## config.mk

```make
export PLATFORM = sky130hd
export DESIGN_NAME = mcu_reset_controller
export DESIGN_NICKNAME = d
export VERILOG_FILES = /design/src/hdl/rstseq_pkg.sv /design/src/hdl/mcu_reset_controller.sv
export VERILOG_INCLUDE_DIRS = /design/src /design/src/hdl
export SDC_FILE = /design/constraint.sdc
export NUM_CORES = 1
export LEC_CHECK = 0
export BUFFER_PORTS_ARGS = -buffer_cell sky130_fd_sc_hd__buf_4
export CAP_MARGIN = 20
export CORE_ASPECT_RATIO = 0.75
export CORE_MARGIN = 2
export CORE_UTILIZATION = 59
export DETAILED_ROUTE_END_ITERATION = 10
export GPL_ROUTABILITY_DRIVEN = 0
export PLACE_DENSITY_LB_ADDON = 0.15
export SETUP_SLACK_MARGIN = 0.3
export SYNTH_ARGS = -nofsm -noshare
export SYNTH_HDL_FRONTEND = slang
export SYNTH_SLANG_ARGS = --single-unit
```

## constraint.sdc

```tcl
create_clock -name clk_sys_in -period 4.98 [get_ports clk_sys_in]
set_input_delay 0.996 -clock clk_sys_in [delete_from_list [all_inputs] [get_ports clk_sys_in]]
set_output_delay 0.996 -clock clk_sys_in [all_outputs]
set_load 0.05 [all_outputs]
```

## src/hdl/rstseq_cfg.svh

```systemverilog
// Constants of the reset sequencer: timing, register offsets, field positions and codes.
// Assumes a 125 MHz system clock and a 32-bit AXI4-Lite register bus.
`ifndef RSTSEQ_CFG_SVH
`define RSTSEQ_CFG_SVH

// ****************************************
// Timing
// ****************************************
`define CLK_MHZ            125
`define SLOW_RC_OSCILLATOR_KHZ           32
`define RESTART_DELAY_US   16700
`define BROWNOUT_DELAY_US  50000
`define BROWNOUT_FILTER_US 100
`define ARM_LAST_TICK      2'h2

// ****************************************
// Register byte offsets
// ****************************************
`define OFF_PIN_SEL  5'h00
`define OFF_SMOD_TWO 5'h04
`define OFF_CAUSE    5'h08
`define OFF_IRQ_STAT 5'h0C
`define OFF_IRQ_MASK 5'h10

// ****************************************
// Field codes and positions
// ****************************************
`define PIN_SEL_PORT  8'h55
`define PIN_SEL_RESET 8'hAA
`define WDT_EN_ENABLE  5'h0A
`define WDT_EN_DISABLE 5'h15
`define SM_KEEP_BIT  7
`define SM_RSVD_BIT  3
`define SM_BO_BIT    2
`define SM_FAULT_BIT 0
`define EV_EXT   0
`define EV_BO    1
`define EV_WDT   2
`define EV_WARM  3
`define EV_FAULT 4
`define EV_W     5
`define RESP_OKAY   2'h0
`define RESP_SLVERR 2'h2

`endif

```

## src/hdl/rstseq_pkg.sv

```systemverilog
// Types shared by the reset sequencer.
// Assumes rstseq_cfg.svh holds all numeric constants.
package rstseq_pkg;
   typedef enum logic [1:0] {ST_RUN, ST_ARM, ST_PIN, ST_DELAY} seq_state_t;
   typedef logic [1:0] axi_resp_t;
   typedef logic [4:0] reg_addr_t;
endpackage : rstseq_pkg

```

## src/hdl/mcu_reset_controller.sv

```systemverilog
// Reset sequencer: merges power-on, pin, brownout and watchdog resets, AXI4-Lite registers.
// Assumes all inputs are synchronous to clk_sys_in; arst_n_in is the power-on reset.
// Functional notes
// - Power-on presets ports to inputs, PC zero
// - Pin release adds restart delay before running
// - Pin held low keeps operation inhibited
// - Pin low, when selected, resets to address zero
// - Pin select: 0x55 port, 0xAA reset
// - Resets restore pin select, except warm timeout
// - Supervisor active in normal and slow modes
// - Supervisor disabled in sleep and idle
// - Only filtered low supply causes brownout reset
// - Brownout reset asserts after 2~3 slow ticks
// - Brownout reset sets the brownout flag
// - Software clears brownout flag, cannot set it
// - Mode register bits 6:4 and 1 read zero
// - Brownout reset applies the long start-up delay
// - Normal timeout resets like brownout, sets timeout
// - Sleep timeout clears only PC and stack
// - Power-on clears flags; sleep timeout sets both
// - Invalid watchdog field resets, sets fault flag
`timescale 1ns/1ps
`default_nettype none
`include "rstseq_cfg.svh"

module mcu_reset_controller #(
   parameter int unsigned RESTART_CYC = `RESTART_DELAY_US * `CLK_MHZ,
   parameter int unsigned BO_CYC      = `BROWNOUT_DELAY_US * `CLK_MHZ,
   parameter int unsigned FILT_CYC    = `BROWNOUT_FILTER_US * `CLK_MHZ
) (
   // Clock and power-on reset
   input  wire logic                  clk_sys_in,
   input  wire logic                  arst_n_in,
   // AXI4-Lite write channels
   input  wire logic                  axi_awvalid_in,
   output logic                       axi_awready_out,
   input  wire rstseq_pkg::reg_addr_t axi_awaddr_in,
   input  wire logic                  axi_wvalid_in,
   output logic                       axi_wready_out,
   input  wire logic [31:0]           axi_wdata_in,
   input  wire logic [3:0]            axi_wstrb_in,
   output logic                       axi_bvalid_out,
   input  wire logic                  axi_bready_in,
   output rstseq_pkg::axi_resp_t      axi_bresp_out,
   // AXI4-Lite read channels
   input  wire logic                  axi_arvalid_in,
   output logic                       axi_arready_out,
   input  wire rstseq_pkg::reg_addr_t axi_araddr_in,
   output logic                       axi_rvalid_out,
   input  wire logic                  axi_rready_in,
   output logic [31:0]                axi_rdata_out,
   output rstseq_pkg::axi_resp_t      axi_rresp_out,
   // Reset sources and core status
   input  wire logic                  ext_reset_pin_n_in,
   input  wire logic                  low_supply_in,
   input  wire logic                  low_power_mode_in,
   input  wire logic                  wdt_timeout_in,
   input  wire logic [4:0]            wdt_enable_field_in,
   // Reset and status outputs
   output logic                       core_reset_n_out,
   output logic                       warm_reset_out,
   output logic                       supervisor_enable_out,
   output logic                       shared_pin_is_reset_out,
   output logic                       idle_clock_keep_out,
   output logic                       timeout_flag_out,
   output logic                       powerdown_flag_out,
   output logic                       irq_out
);
   import rstseq_pkg::*;

   localparam int unsigned SLOW_RC_OSCILLATOR_DIV = (`CLK_MHZ * 1000) / `SLOW_RC_OSCILLATOR_KHZ;

   logic [1:0]        rst_sync;
   logic              rst_n;
   logic [11:0]       div_cnt;
   logic              slow_rc_oscillator_tick;
   logic [13:0]       filt_cnt;
   seq_state_t        state;
   logic [22:0]       dly;
   logic [1:0]        arm_ticks;
   logic              dly_long;
   logic              hold;
   logic              hold_q;
   logic [7:0]        pin_sel;
   logic              pin_is_reset;
   logic              pin_low_req;
   logic              ext_req;
   logic              lvr_req;
   logic              wdt_req;
   logic              warm_req;
   logic              fault_req;
   logic              arm_req;
   logic              keep_bit;
   logic              rsvd_bit;
   logic              brownout_flag;
   logic              wdt_ctrl_fault_flag;
   logic              timeout_flag;
   logic              powerdown_flag;
   logic [`EV_W-1:0]  events;
   logic [`EV_W-1:0]  irq_stat;
   logic [`EV_W-1:0]  irq_mask;
   logic              wr_fire;
   logic              ar_fire;
   logic              wr_low;
   logic [31:0]       rd_word;
   logic              rd_ok;
   logic              wr_ok;

   // ****************************************
   // Reset release and slow tick
   // ****************************************
   always_ff @(posedge clk_sys_in or negedge arst_n_in) begin
      if (!arst_n_in) begin
         rst_sync <= 2'h0;
      end else begin
         rst_sync <= {rst_sync[0], 1'b1};
      end
   end
   assign rst_n = rst_sync[1];

   // The slow RC clock is modelled as an enable pulse, so its phase is unknown to events.
   always_ff @(posedge clk_sys_in or negedge rst_n) begin
      if (!rst_n) begin
         div_cnt <= 12'h000;
      end else if (slow_rc_oscillator_tick) begin
         div_cnt <= 12'h000;
      end else begin
         div_cnt <= div_cnt + 12'h001;
      end
   end
   assign slow_rc_oscillator_tick = (div_cnt == 12'(SLOW_RC_OSCILLATOR_DIV - 1));

   // ****************************************
   // Reset requests
   // ****************************************
   assign supervisor_enable_out = !low_power_mode_in;
   assign pin_is_reset = (pin_sel == `PIN_SEL_RESET);
   assign shared_pin_is_reset_out = pin_is_reset;
   assign pin_low_req = pin_is_reset && !ext_reset_pin_n_in;

   // A dip must outlast the filter window before it counts.
   always_ff @(posedge clk_sys_in or negedge rst_n) begin
      if (!rst_n) begin
         filt_cnt <= 14'h0000;
      end else if (!(low_supply_in && supervisor_enable_out) || state != ST_RUN) begin
         filt_cnt <= 14'h0000;
      end else if (filt_cnt != 14'(FILT_CYC)) begin
         filt_cnt <= filt_cnt + 14'h0001;
      end
   end

   assign ext_req   = (state == ST_RUN) && pin_low_req;
   assign lvr_req   = (state == ST_RUN) && !ext_req && low_supply_in && supervisor_enable_out
                      && (filt_cnt == 14'(FILT_CYC));
   assign fault_req = (state == ST_RUN) && !ext_req && !lvr_req
                      && wdt_enable_field_in != `WDT_EN_ENABLE
                      && wdt_enable_field_in != `WDT_EN_DISABLE;
   assign wdt_req   = (state == ST_RUN) && !ext_req && !lvr_req && !fault_req
                      && wdt_timeout_in && !low_power_mode_in;
   assign warm_req  = (state == ST_RUN) && !ext_req && !lvr_req && !fault_req
                      && wdt_timeout_in && low_power_mode_in;
   assign arm_req   = lvr_req || fault_req || wdt_req;

   // ****************************************
   // Sequencer
   // ****************************************
   always_ff @(posedge clk_sys_in or negedge rst_n) begin
      if (!rst_n) begin
         state     <= ST_DELAY;
         dly       <= 23'(RESTART_CYC - 1);
         arm_ticks <= 2'h0;
         dly_long  <= 1'b0;
      end else begin
         case (state)
            ST_RUN: begin
               if (ext_req) begin
                  state <= ST_PIN;
               end else if (arm_req) begin
                  state     <= ST_ARM;
                  arm_ticks <= 2'h0;
                  dly_long  <= lvr_req || wdt_req;
               end
            end
            ST_ARM: begin
               if (pin_low_req) begin
                  state <= ST_PIN;
               end else if (slow_rc_oscillator_tick) begin
                  arm_ticks <= arm_ticks + 2'h1;
                  if (arm_ticks == `ARM_LAST_TICK) begin
                     state <= ST_DELAY;
                     dly   <= dly_long ? 23'(BO_CYC - 1) : 23'(RESTART_CYC - 1);
                  end
               end
            end
            ST_PIN: begin
               if (ext_reset_pin_n_in) begin
                  state <= ST_DELAY;
                  dly   <= 23'(RESTART_CYC - 1);
               end
            end
            ST_DELAY: begin
               if (dly == 23'h000000) begin
                  state <= ST_RUN;
               end else begin
                  dly <= dly - 23'h000001;
               end
            end
            default: begin
               state <= ST_RUN;
            end
         endcase
      end
   end

   assign hold = (state == ST_PIN) || (state == ST_DELAY);

   always_ff @(posedge clk_sys_in or negedge rst_n) begin
      if (!rst_n) begin
         hold_q <= 1'b1;
      end else begin
         hold_q <= hold;
      end
   end

   // Low level means program counter zero and every port register preset to ones.
   // The pin term makes assertion immediate; release only ever follows the delay count.
   assign core_reset_n_out = rst_n && !hold && !pin_low_req;

   always_ff @(posedge clk_sys_in or negedge rst_n) begin
      if (!rst_n) begin
         warm_reset_out <= 1'b0;
      end else begin
         warm_reset_out <= warm_req;
      end
   end

   // ****************************************
   // Registers
   // ****************************************
   assign wr_fire = axi_awvalid_in && axi_wvalid_in && !axi_bvalid_out;
   assign wr_low  = wr_fire && axi_wstrb_in[0];
   assign ar_fire = axi_arvalid_in && !axi_rvalid_out;

   always_ff @(posedge clk_sys_in or negedge rst_n) begin
      if (!rst_n) begin
         pin_sel <= `PIN_SEL_PORT;
      end else if (hold && !hold_q) begin
         pin_sel <= `PIN_SEL_PORT;
      end else if (wr_low && axi_awaddr_in == `OFF_PIN_SEL) begin
         pin_sel <= axi_wdata_in[7:0];
      end
   end

   always_ff @(posedge clk_sys_in or negedge rst_n) begin
      if (!rst_n) begin
         keep_bit <= 1'b0;
         rsvd_bit <= 1'b0;
      end else if (wr_low && axi_awaddr_in == `OFF_SMOD_TWO) begin
         keep_bit <= axi_wdata_in[`SM_KEEP_BIT];
         rsvd_bit <= axi_wdata_in[`SM_RSVD_BIT];
      end
   end
   assign idle_clock_keep_out = keep_bit;

   // A set in the same cycle as a clearing write wins.
   always_ff @(posedge clk_sys_in or negedge rst_n) begin
      if (!rst_n) begin
         brownout_flag <= 1'b0;
      end else if (lvr_req) begin
         brownout_flag <= 1'b1;
      end else if (wr_low && axi_awaddr_in == `OFF_SMOD_TWO && !axi_wdata_in[`SM_BO_BIT]) begin
         brownout_flag <= 1'b0;
      end
   end

   always_ff @(posedge clk_sys_in or negedge rst_n) begin
      if (!rst_n) begin
         wdt_ctrl_fault_flag <= 1'b0;
      end else if (fault_req) begin
         wdt_ctrl_fault_flag <= 1'b1;
      end else if (wr_low && axi_awaddr_in == `OFF_SMOD_TWO && !axi_wdata_in[`SM_FAULT_BIT]) begin
         wdt_ctrl_fault_flag <= 1'b0;
      end
   end

   // Only power-on clears these; software sees them read-only.
   always_ff @(posedge clk_sys_in or negedge rst_n) begin
      if (!rst_n) begin
         timeout_flag   <= 1'b0;
         powerdown_flag <= 1'b0;
      end else begin
         if (wdt_req || warm_req) begin
            timeout_flag <= 1'b1;
         end
         if (warm_req) begin
            powerdown_flag <= 1'b1;
         end
      end
   end
   assign timeout_flag_out   = timeout_flag;
   assign powerdown_flag_out = powerdown_flag;

   // ****************************************
   // Interrupts
   // ****************************************
   assign events = {fault_req, warm_req, wdt_req, lvr_req, ext_req};

   always_ff @(posedge clk_sys_in or negedge rst_n) begin
      if (!rst_n) begin
         irq_stat <= '0;
      end else if (wr_low && axi_awaddr_in == `OFF_IRQ_STAT) begin
         irq_stat <= (irq_stat & ~axi_wdata_in[`EV_W-1:0]) | events;
      end else begin
         irq_stat <= irq_stat | events;
      end
   end

   always_ff @(posedge clk_sys_in or negedge rst_n) begin
      if (!rst_n) begin
         irq_mask <= '0;
      end else if (wr_low && axi_awaddr_in == `OFF_IRQ_MASK) begin
         irq_mask <= axi_wdata_in[`EV_W-1:0];
      end
   end
   assign irq_out = |(irq_stat & irq_mask);

   // ****************************************
   // AXI4-Lite slave
   // ****************************************
   assign axi_awready_out = wr_fire;
   assign axi_wready_out  = wr_fire;
   assign axi_arready_out = !axi_rvalid_out;
   assign wr_ok = axi_awaddr_in == `OFF_PIN_SEL || axi_awaddr_in == `OFF_SMOD_TWO
                  || axi_awaddr_in == `OFF_CAUSE || axi_awaddr_in == `OFF_IRQ_STAT
                  || axi_awaddr_in == `OFF_IRQ_MASK;

   always_comb begin
      rd_ok   = 1'b1;
      rd_word = 32'h00000000;
      case (axi_araddr_in)
         `OFF_PIN_SEL:  rd_word[7:0] = pin_sel;
         `OFF_SMOD_TWO: rd_word[7:0] = {keep_bit, 3'h0, rsvd_bit, brownout_flag,
                                        1'b0, wdt_ctrl_fault_flag};
         `OFF_CAUSE:    rd_word[3:0] = {supervisor_enable_out, hold,
                                        powerdown_flag, timeout_flag};
         `OFF_IRQ_STAT: rd_word[`EV_W-1:0] = irq_stat;
         `OFF_IRQ_MASK: rd_word[`EV_W-1:0] = irq_mask;
         default:       rd_ok = 1'b0;
      endcase
   end

   always_ff @(posedge clk_sys_in or negedge rst_n) begin
      if (!rst_n) begin
         axi_bvalid_out <= 1'b0;
         axi_bresp_out  <= `RESP_OKAY;
      end else if (wr_fire) begin
         axi_bvalid_out <= 1'b1;
         axi_bresp_out  <= wr_ok ? `RESP_OKAY : `RESP_SLVERR;
      end else if (axi_bready_in) begin
         axi_bvalid_out <= 1'b0;
      end
   end

   always_ff @(posedge clk_sys_in or negedge rst_n) begin
      if (!rst_n) begin
         axi_rvalid_out <= 1'b0;
         axi_rdata_out  <= 32'h00000000;
         axi_rresp_out  <= `RESP_OKAY;
      end else if (ar_fire) begin
         axi_rvalid_out <= 1'b1;
         axi_rdata_out  <= rd_word;
         axi_rresp_out  <= rd_ok ? `RESP_OKAY : `RESP_SLVERR;
      end else if (axi_rready_in) begin
         axi_rvalid_out <= 1'b0;
      end
   end
endmodule : mcu_reset_controller
`default_nettype wire

```

# Word level (Yosys, flattened, before mapping)

Cells that the tools add are included.
Widths: inputs -> output; s select.

Register bits: 96
Bits in latches: 0
Memory bits (writable): 0
Bits in read-only memories: 0
Output and inout bits: 49
Memories kept: 0

$add $sub $neg: 4
Multipliers: 0
Divide/modulo/power cells: 0
Magnitude comparators: 0
Eq/ne operators: 29
Shifts and indexed selects: 0
Muxes and demuxes: 40
Bitwise gates (word level): 6
Reduce and logical (&&, ||, !) cells: 69

Operators with widths:

| kind                  | count |
|---|---|
| $mux 23               | 6 |
| $pmux 23 s3           | 1 |
| $mux 14               | 2 |
| $logic_and 1x1->1     | 27 |
| $mux 2                | 13 |
| $logic_not 23->1      | 1 |
| $sub 23x1->23 const B | 1 |
| $eq 5x4->1 const B    | 4 |
| $pmux 4 s5            | 1 |
| $mux 8                | 2 |
| $ne 2x2->1 const B    | 8 |
| $reduce_bool 2->1     | 8 |
| $add 14x1->14 const B | 1 |
| $eq 14x14->1 const B  | 1 |
| $ne 14x14->1 const B  | 1 |
| $logic_not 1->1       | 13 |
| $add 12x1->12 const B | 1 |
| $eq 12x12->1 const B  | 1 |
| $mux 12               | 1 |
| $and 5x5->5           | 2 |
| $eq 5x3->1 const B    | 2 |
| $eq 5x5->1 const B    | 2 |
| $logic_not 5->1       | 2 |
| $logic_or 1x1->1      | 10 |
| 22 further kinds      | 37 |

# Longest topological paths before layout

Depth after elaboration: 20
Depth in mapped cells: 9

# Worst setup path before layout

No wires, ideal clock.

Path kind: register to output
Start point: register rst_sync[1]
End point: output core_reset_n_out
Arrival time: 2.997 ns
Data required time: 3.984 ns
Path slack: 0.987 ns
Stages on the path, launching flop included: 2
Buffers on the path: 0
Path through: dfrtp_1 > and3_1

Cells in the longest elaborated chain, start to end: 2

RTL lines:

| element                        | line                        | RTL |
|---|---|---|
| from (decl)                    | mcu_reset_controller.sv:73  | `logic [1:0] rst_sync;` |
| from (signal assigned)         | mcu_reset_controller.sv:116 | `rst_sync <= {rst_sync[0], 1'b1};` |
| $logic_and 1x1->1 (2 in a row) | mcu_reset_controller.sv:227 | `assign core_reset_n_out = rst_n && !hold && !pin_low_req;` |
| to (decl)                      | mcu_reset_controller.sv:60  | `output logic core_reset_n_out,` |

Every way passes these cells.

# Final worst setup path

Start point: register pin_sel[7]
End point: output core_reset_n_out

Cells in the longest elaborated chain, start to end: 4

RTL lines:

| element                | line                        | RTL |
|---|---|---|
| from (decl)            | mcu_reset_controller.sv:84  | `logic [7:0] pin_sel;` |
| from (signal assigned) | mcu_reset_controller.sv:246 | `` pin_sel <= `PIN_SEL_PORT; `` |
| from (signal assigned) | mcu_reset_controller.sv:248 | `` pin_sel <= `PIN_SEL_PORT; `` |
| from (signal assigned) | mcu_reset_controller.sv:250 | `pin_sel <= axi_wdata_in[7:0];` |
| $eq 8x8->1 (no line)   | --                          |  |
| $logic_and 1x1->1      | mcu_reset_controller.sv:139 | `assign pin_low_req = pin_is_reset && !ext_reset_pin_n_in;` |
| $logic_not 1->1        | mcu_reset_controller.sv:227 |  |
| $logic_and 1x1->1      | mcu_reset_controller.sv:227 |  |

Every way passes these cells.

==> impl_metrics.env <==
export IMPL_status="completed"
export IMPL_power_density_mw_per_mm2=401
export IMPL_grt_setup_unrepaired="false"
export IMPL_vias_per_cell=6.14
export IMPL_period_minus_slack_ns=3.38
export IMPL_drt_met1_wl_mm=5.49
export IMPL_ant_nets=0
export IMPL_r2r_cells=7
export IMPL_cts_root_buf="clkbuf_16"
export IMPL_nNetsFinal=651
export IMPL_start_util_pct=61.2
export IMPL_grt_util_all_layers_pct=25.5
export IMPL_drv_slew=0
export IMPL_path_cells="nor4bb_1 > nand3_1 > and3_1 > buf_4"
export IMPL_fin_crit_sh_pct=67.8
export IMPL_core_rowCount=29
export IMPL_ys_async_sr_fraction_pct=100
export IMPL_holdBufCountCts=0
export IMPL_power_total_mw=2.38
export IMPL_num_vias=4246
export IMPL_io_buffers=57
export IMPL_synthCells=527
export IMPL_cts_made_buffers=9
export IMPL_fin_skew_ns=0.00602
export IMPL_finalSetupViolations=0
export IMPL_finalWirelength_mm=12.0
export IMPL_wl_met2_mm=5.44
export IMPL_dpl_hpwl_mm=8.34
export IMPL_ys_seq_elements=94
export IMPL_antenna_cells=0
export IMPL_top_layer="met4"
export IMPL_dieArea_mm2=0.00958
export IMPL_clock_path_buffers=2
export IMPL_syn_mean_instance_area_um2=9.86
export IMPL_multi_input_comb_area_mm2=0.00257
export IMPL_first_global_vias=3900
export IMPL_cts_tree="done"
export IMPL_wl_per_cell_um=17.4
export IMPL_synth_area_mm2=0.00520
export IMPL_grt_overflow=0
export IMPL_worstMarginPinSlew_ns=0.977
export IMPL_cts_num_sinks=94
export IMPL_cpMaxStageDelayCell="nor4bb_1"
export IMPL_worst_path_buf_inv=1
export IMPL_antenna_found_initial=0
export IMPL_path_clk_slew_ns=0.06
export IMPL_postCtsResizedCells=0
export IMPL_yosys_cell_types_count=63
export IMPL_synth_seq_area_share_pct=45.8
export IMPL_layout_drive_gt1_share_pct=20.5
export IMPL_drt_iter0_markers=361
export IMPL_synth_edf_count=0
export IMPL_worstSetupEndpointType="output port"
export IMPL_max_stage_delay_ns=0.76
export IMPL_critPathKind="reg2out"
export IMPL_final_core_util_pct=69.8
export IMPL_drt_pass1_iterations=6
export IMPL_num_fill_cells=624
export IMPL_cp_required_ns=3.98
export IMPL_power_leakage_nw=2.60
export IMPL_insertion_delay_ns=0.35
export IMPL_max_freq_ghz=0.296
export IMPL_worstPathArrival_ns=2.38
export IMPL_max_slew_margin_rel_pct=34.6
export IMPL_critPathTopFamily="simple AND/OR/NAND/NOR gates"
export IMPL_reg2reg_to="dly[21]"
export IMPL_htreeDepth=3
export IMPL_drc=0
export IMPL_r2r_start="dly[0]"
export IMPL_syn_to_final_growth_pct=14.1
export IMPL_r2r_setup_slack_ns=2.05
export IMPL_register_area_mm2=0.00238
export IMPL_cp_start_kind="flop"
export IMPL_maxCapViolations=0
export IMPL_ys_warn_count=0
export IMPL_grt_pass1_wl_mm=19.6
export IMPL_whs_ns=0.302
export IMPL_cts_setup_buffers=0
export IMPL_path_max_fanout=6
export IMPL_die_x_um=112
export IMPL_ir_drop_v=0.000307
export IMPL_core_area_mm2=0.00849
export IMPL_die_y_um=85.3
export IMPL_hold_path_class="reg2async"
export IMPL_finalSetupTns_ns=0
export IMPL_pin_count=111
export IMPL_synthFlopType="dfrtp_1"
export IMPL_grt_start_max_net_pins=56
export IMPL_finalHoldViolCount=0
export IMPL_wl_met3_um=978
==> cell usage in the layout (no fill, tap or decap), drive strengths merged, types with 4 or more instances in the layout <==
| master | count |
|---|---|
| nor3 | 19 |
| nor4b | 5 |
| o22a | 4 |
| and3 | 7 |
| conb | 27 |
| xnor2 | 14 |
| xor2 | 9 |
| nand2b | 10 |
| o21ai | 19 |
| nor2 | 44 |
| o31ai | 12 |
| clkbuf | 10 |
| dfstp | 21 |
| o211ai | 4 |
| ha | 10 |
| nand3 | 23 |
| nor4 | 14 |
| and4 | 6 |
| buf | 59 |
| a31oi | 22 |
| nand2 | 43 |
| nor4bb | 4 |
| mux2 | 13 |
| inv | 21 |
| nand4 | 4 |
| dfrtp | 73 |
| a21o | 6 |
| a22o | 7 |
| a21oi | 5 |
| or4 | 8 |
| mux2i | 7 |
| or3 | 9 |
==> state kept, by name, indices dropped and copies added, names as in the netlist, 5 cells and up <==
name           flops
axi_rdata_out      8
irq_mask           5
div_cnt           12
irq_stat           5
filt_cnt          14
dly               23
pin_sel            8
==> logic make-up (layout without fill, tap and decap cells) <==
logic type / Yosys count / count (layout) / synth area share, %
adders and majority gates: 10 / 10 / 2.41
buffers and inverters: 62 / 94 / 6.64
other: 2 / 27 / 0.144
AOI/OAI and AO/OA: 102 / 102 / 14.3
muxes: 20 / 20 / 4.16
xor gates and xnor gates: 23 / 23 / 3.88
DFF: 94 / 94 / 45.8
and+or+nand+nor: 214 / 214 / 22.7
==> metrics by stage <==
stage / instance area (um^2) / std cells / setup WS (ns)
2_1_floorplan: 5290 / 552 / 0.987
3_3_place_gp: 5600 / 676 / 2.08
3_5_place_dp: 5600 / 676 / 2.05
4_1_cts: 5930 / 692 / 1.59
5_1_grt: 5930 / 692 / 1.47
6_report: 5930 / 692 / 1.60
==> routing by layer <==
layer	vias to the layer above	track usage, %
met5	-	0
met4	0	5.32
met3	10	7.14
met2	179	38.3
met1	2063	37.4
li1	1994	-
==> how the worst max path moves through the flow <==
stage	from	cells after the start	endpoint
final	pin_sel[7]	4	core_reset_n_out
after global routing	pin_sel[7]	4	core_reset_n_out
after CTS	pin_sel[7]	4	core_reset_n_out
after detailed placement	ext_reset_pin_n_in	5	core_reset_n_out
after global placement	ext_reset_pin_n_in	5	core_reset_n_out
after floorplan	rst_sync[1]	1	core_reset_n_out
==> synth_stat cells (6+ instances only) <==
master,count,share of area [%]
xor2_1,9,1.5
and4_1,6,1.0
a21o_1,6,0.87
or4_1,8,1.2
nand2_1,43,3.1
ha_1,10,2.4
dfrtp_1,73,35
a22o_1,7,1.2
o21ai_0,19,1.8
clkbuf_1,12,0.87
xnor2_1,14,2.4
nor2_1,44,3.2
and3_1,7,0.84
mux2_2,13,2.8
or3_1,9,1.1
o31ai_1,11,1.6
nand3_1,23,2.2
a31oi_1,22,2.6
nor3_1,19,1.8
nand2b_1,10,1.2
dfstp_2,21,11
nor4_1,12,1.4
mux2i_1,7,1.3
buf_4,27,3.9
inv_1,19,1.4
==> cell type report <==
class	instances	share of cell area (%)
clock buffers	10	4.03
clock inverters	6	1.56
inverters	19	1.20
multi-input cells	396	43.3
flip-flops and latches	94	40.2
well taps	108	2.28
repair buffers	59	7.47
==> power by group <==
| part | switching, mW | internal [mW] |
|---|---|---|
| sequential | 0.0746 | 0.848 |
| clock | 0.304 | 0.457 |
| combinational | 0.473 | 0.224 |
(Power assumes the default switching activity.)
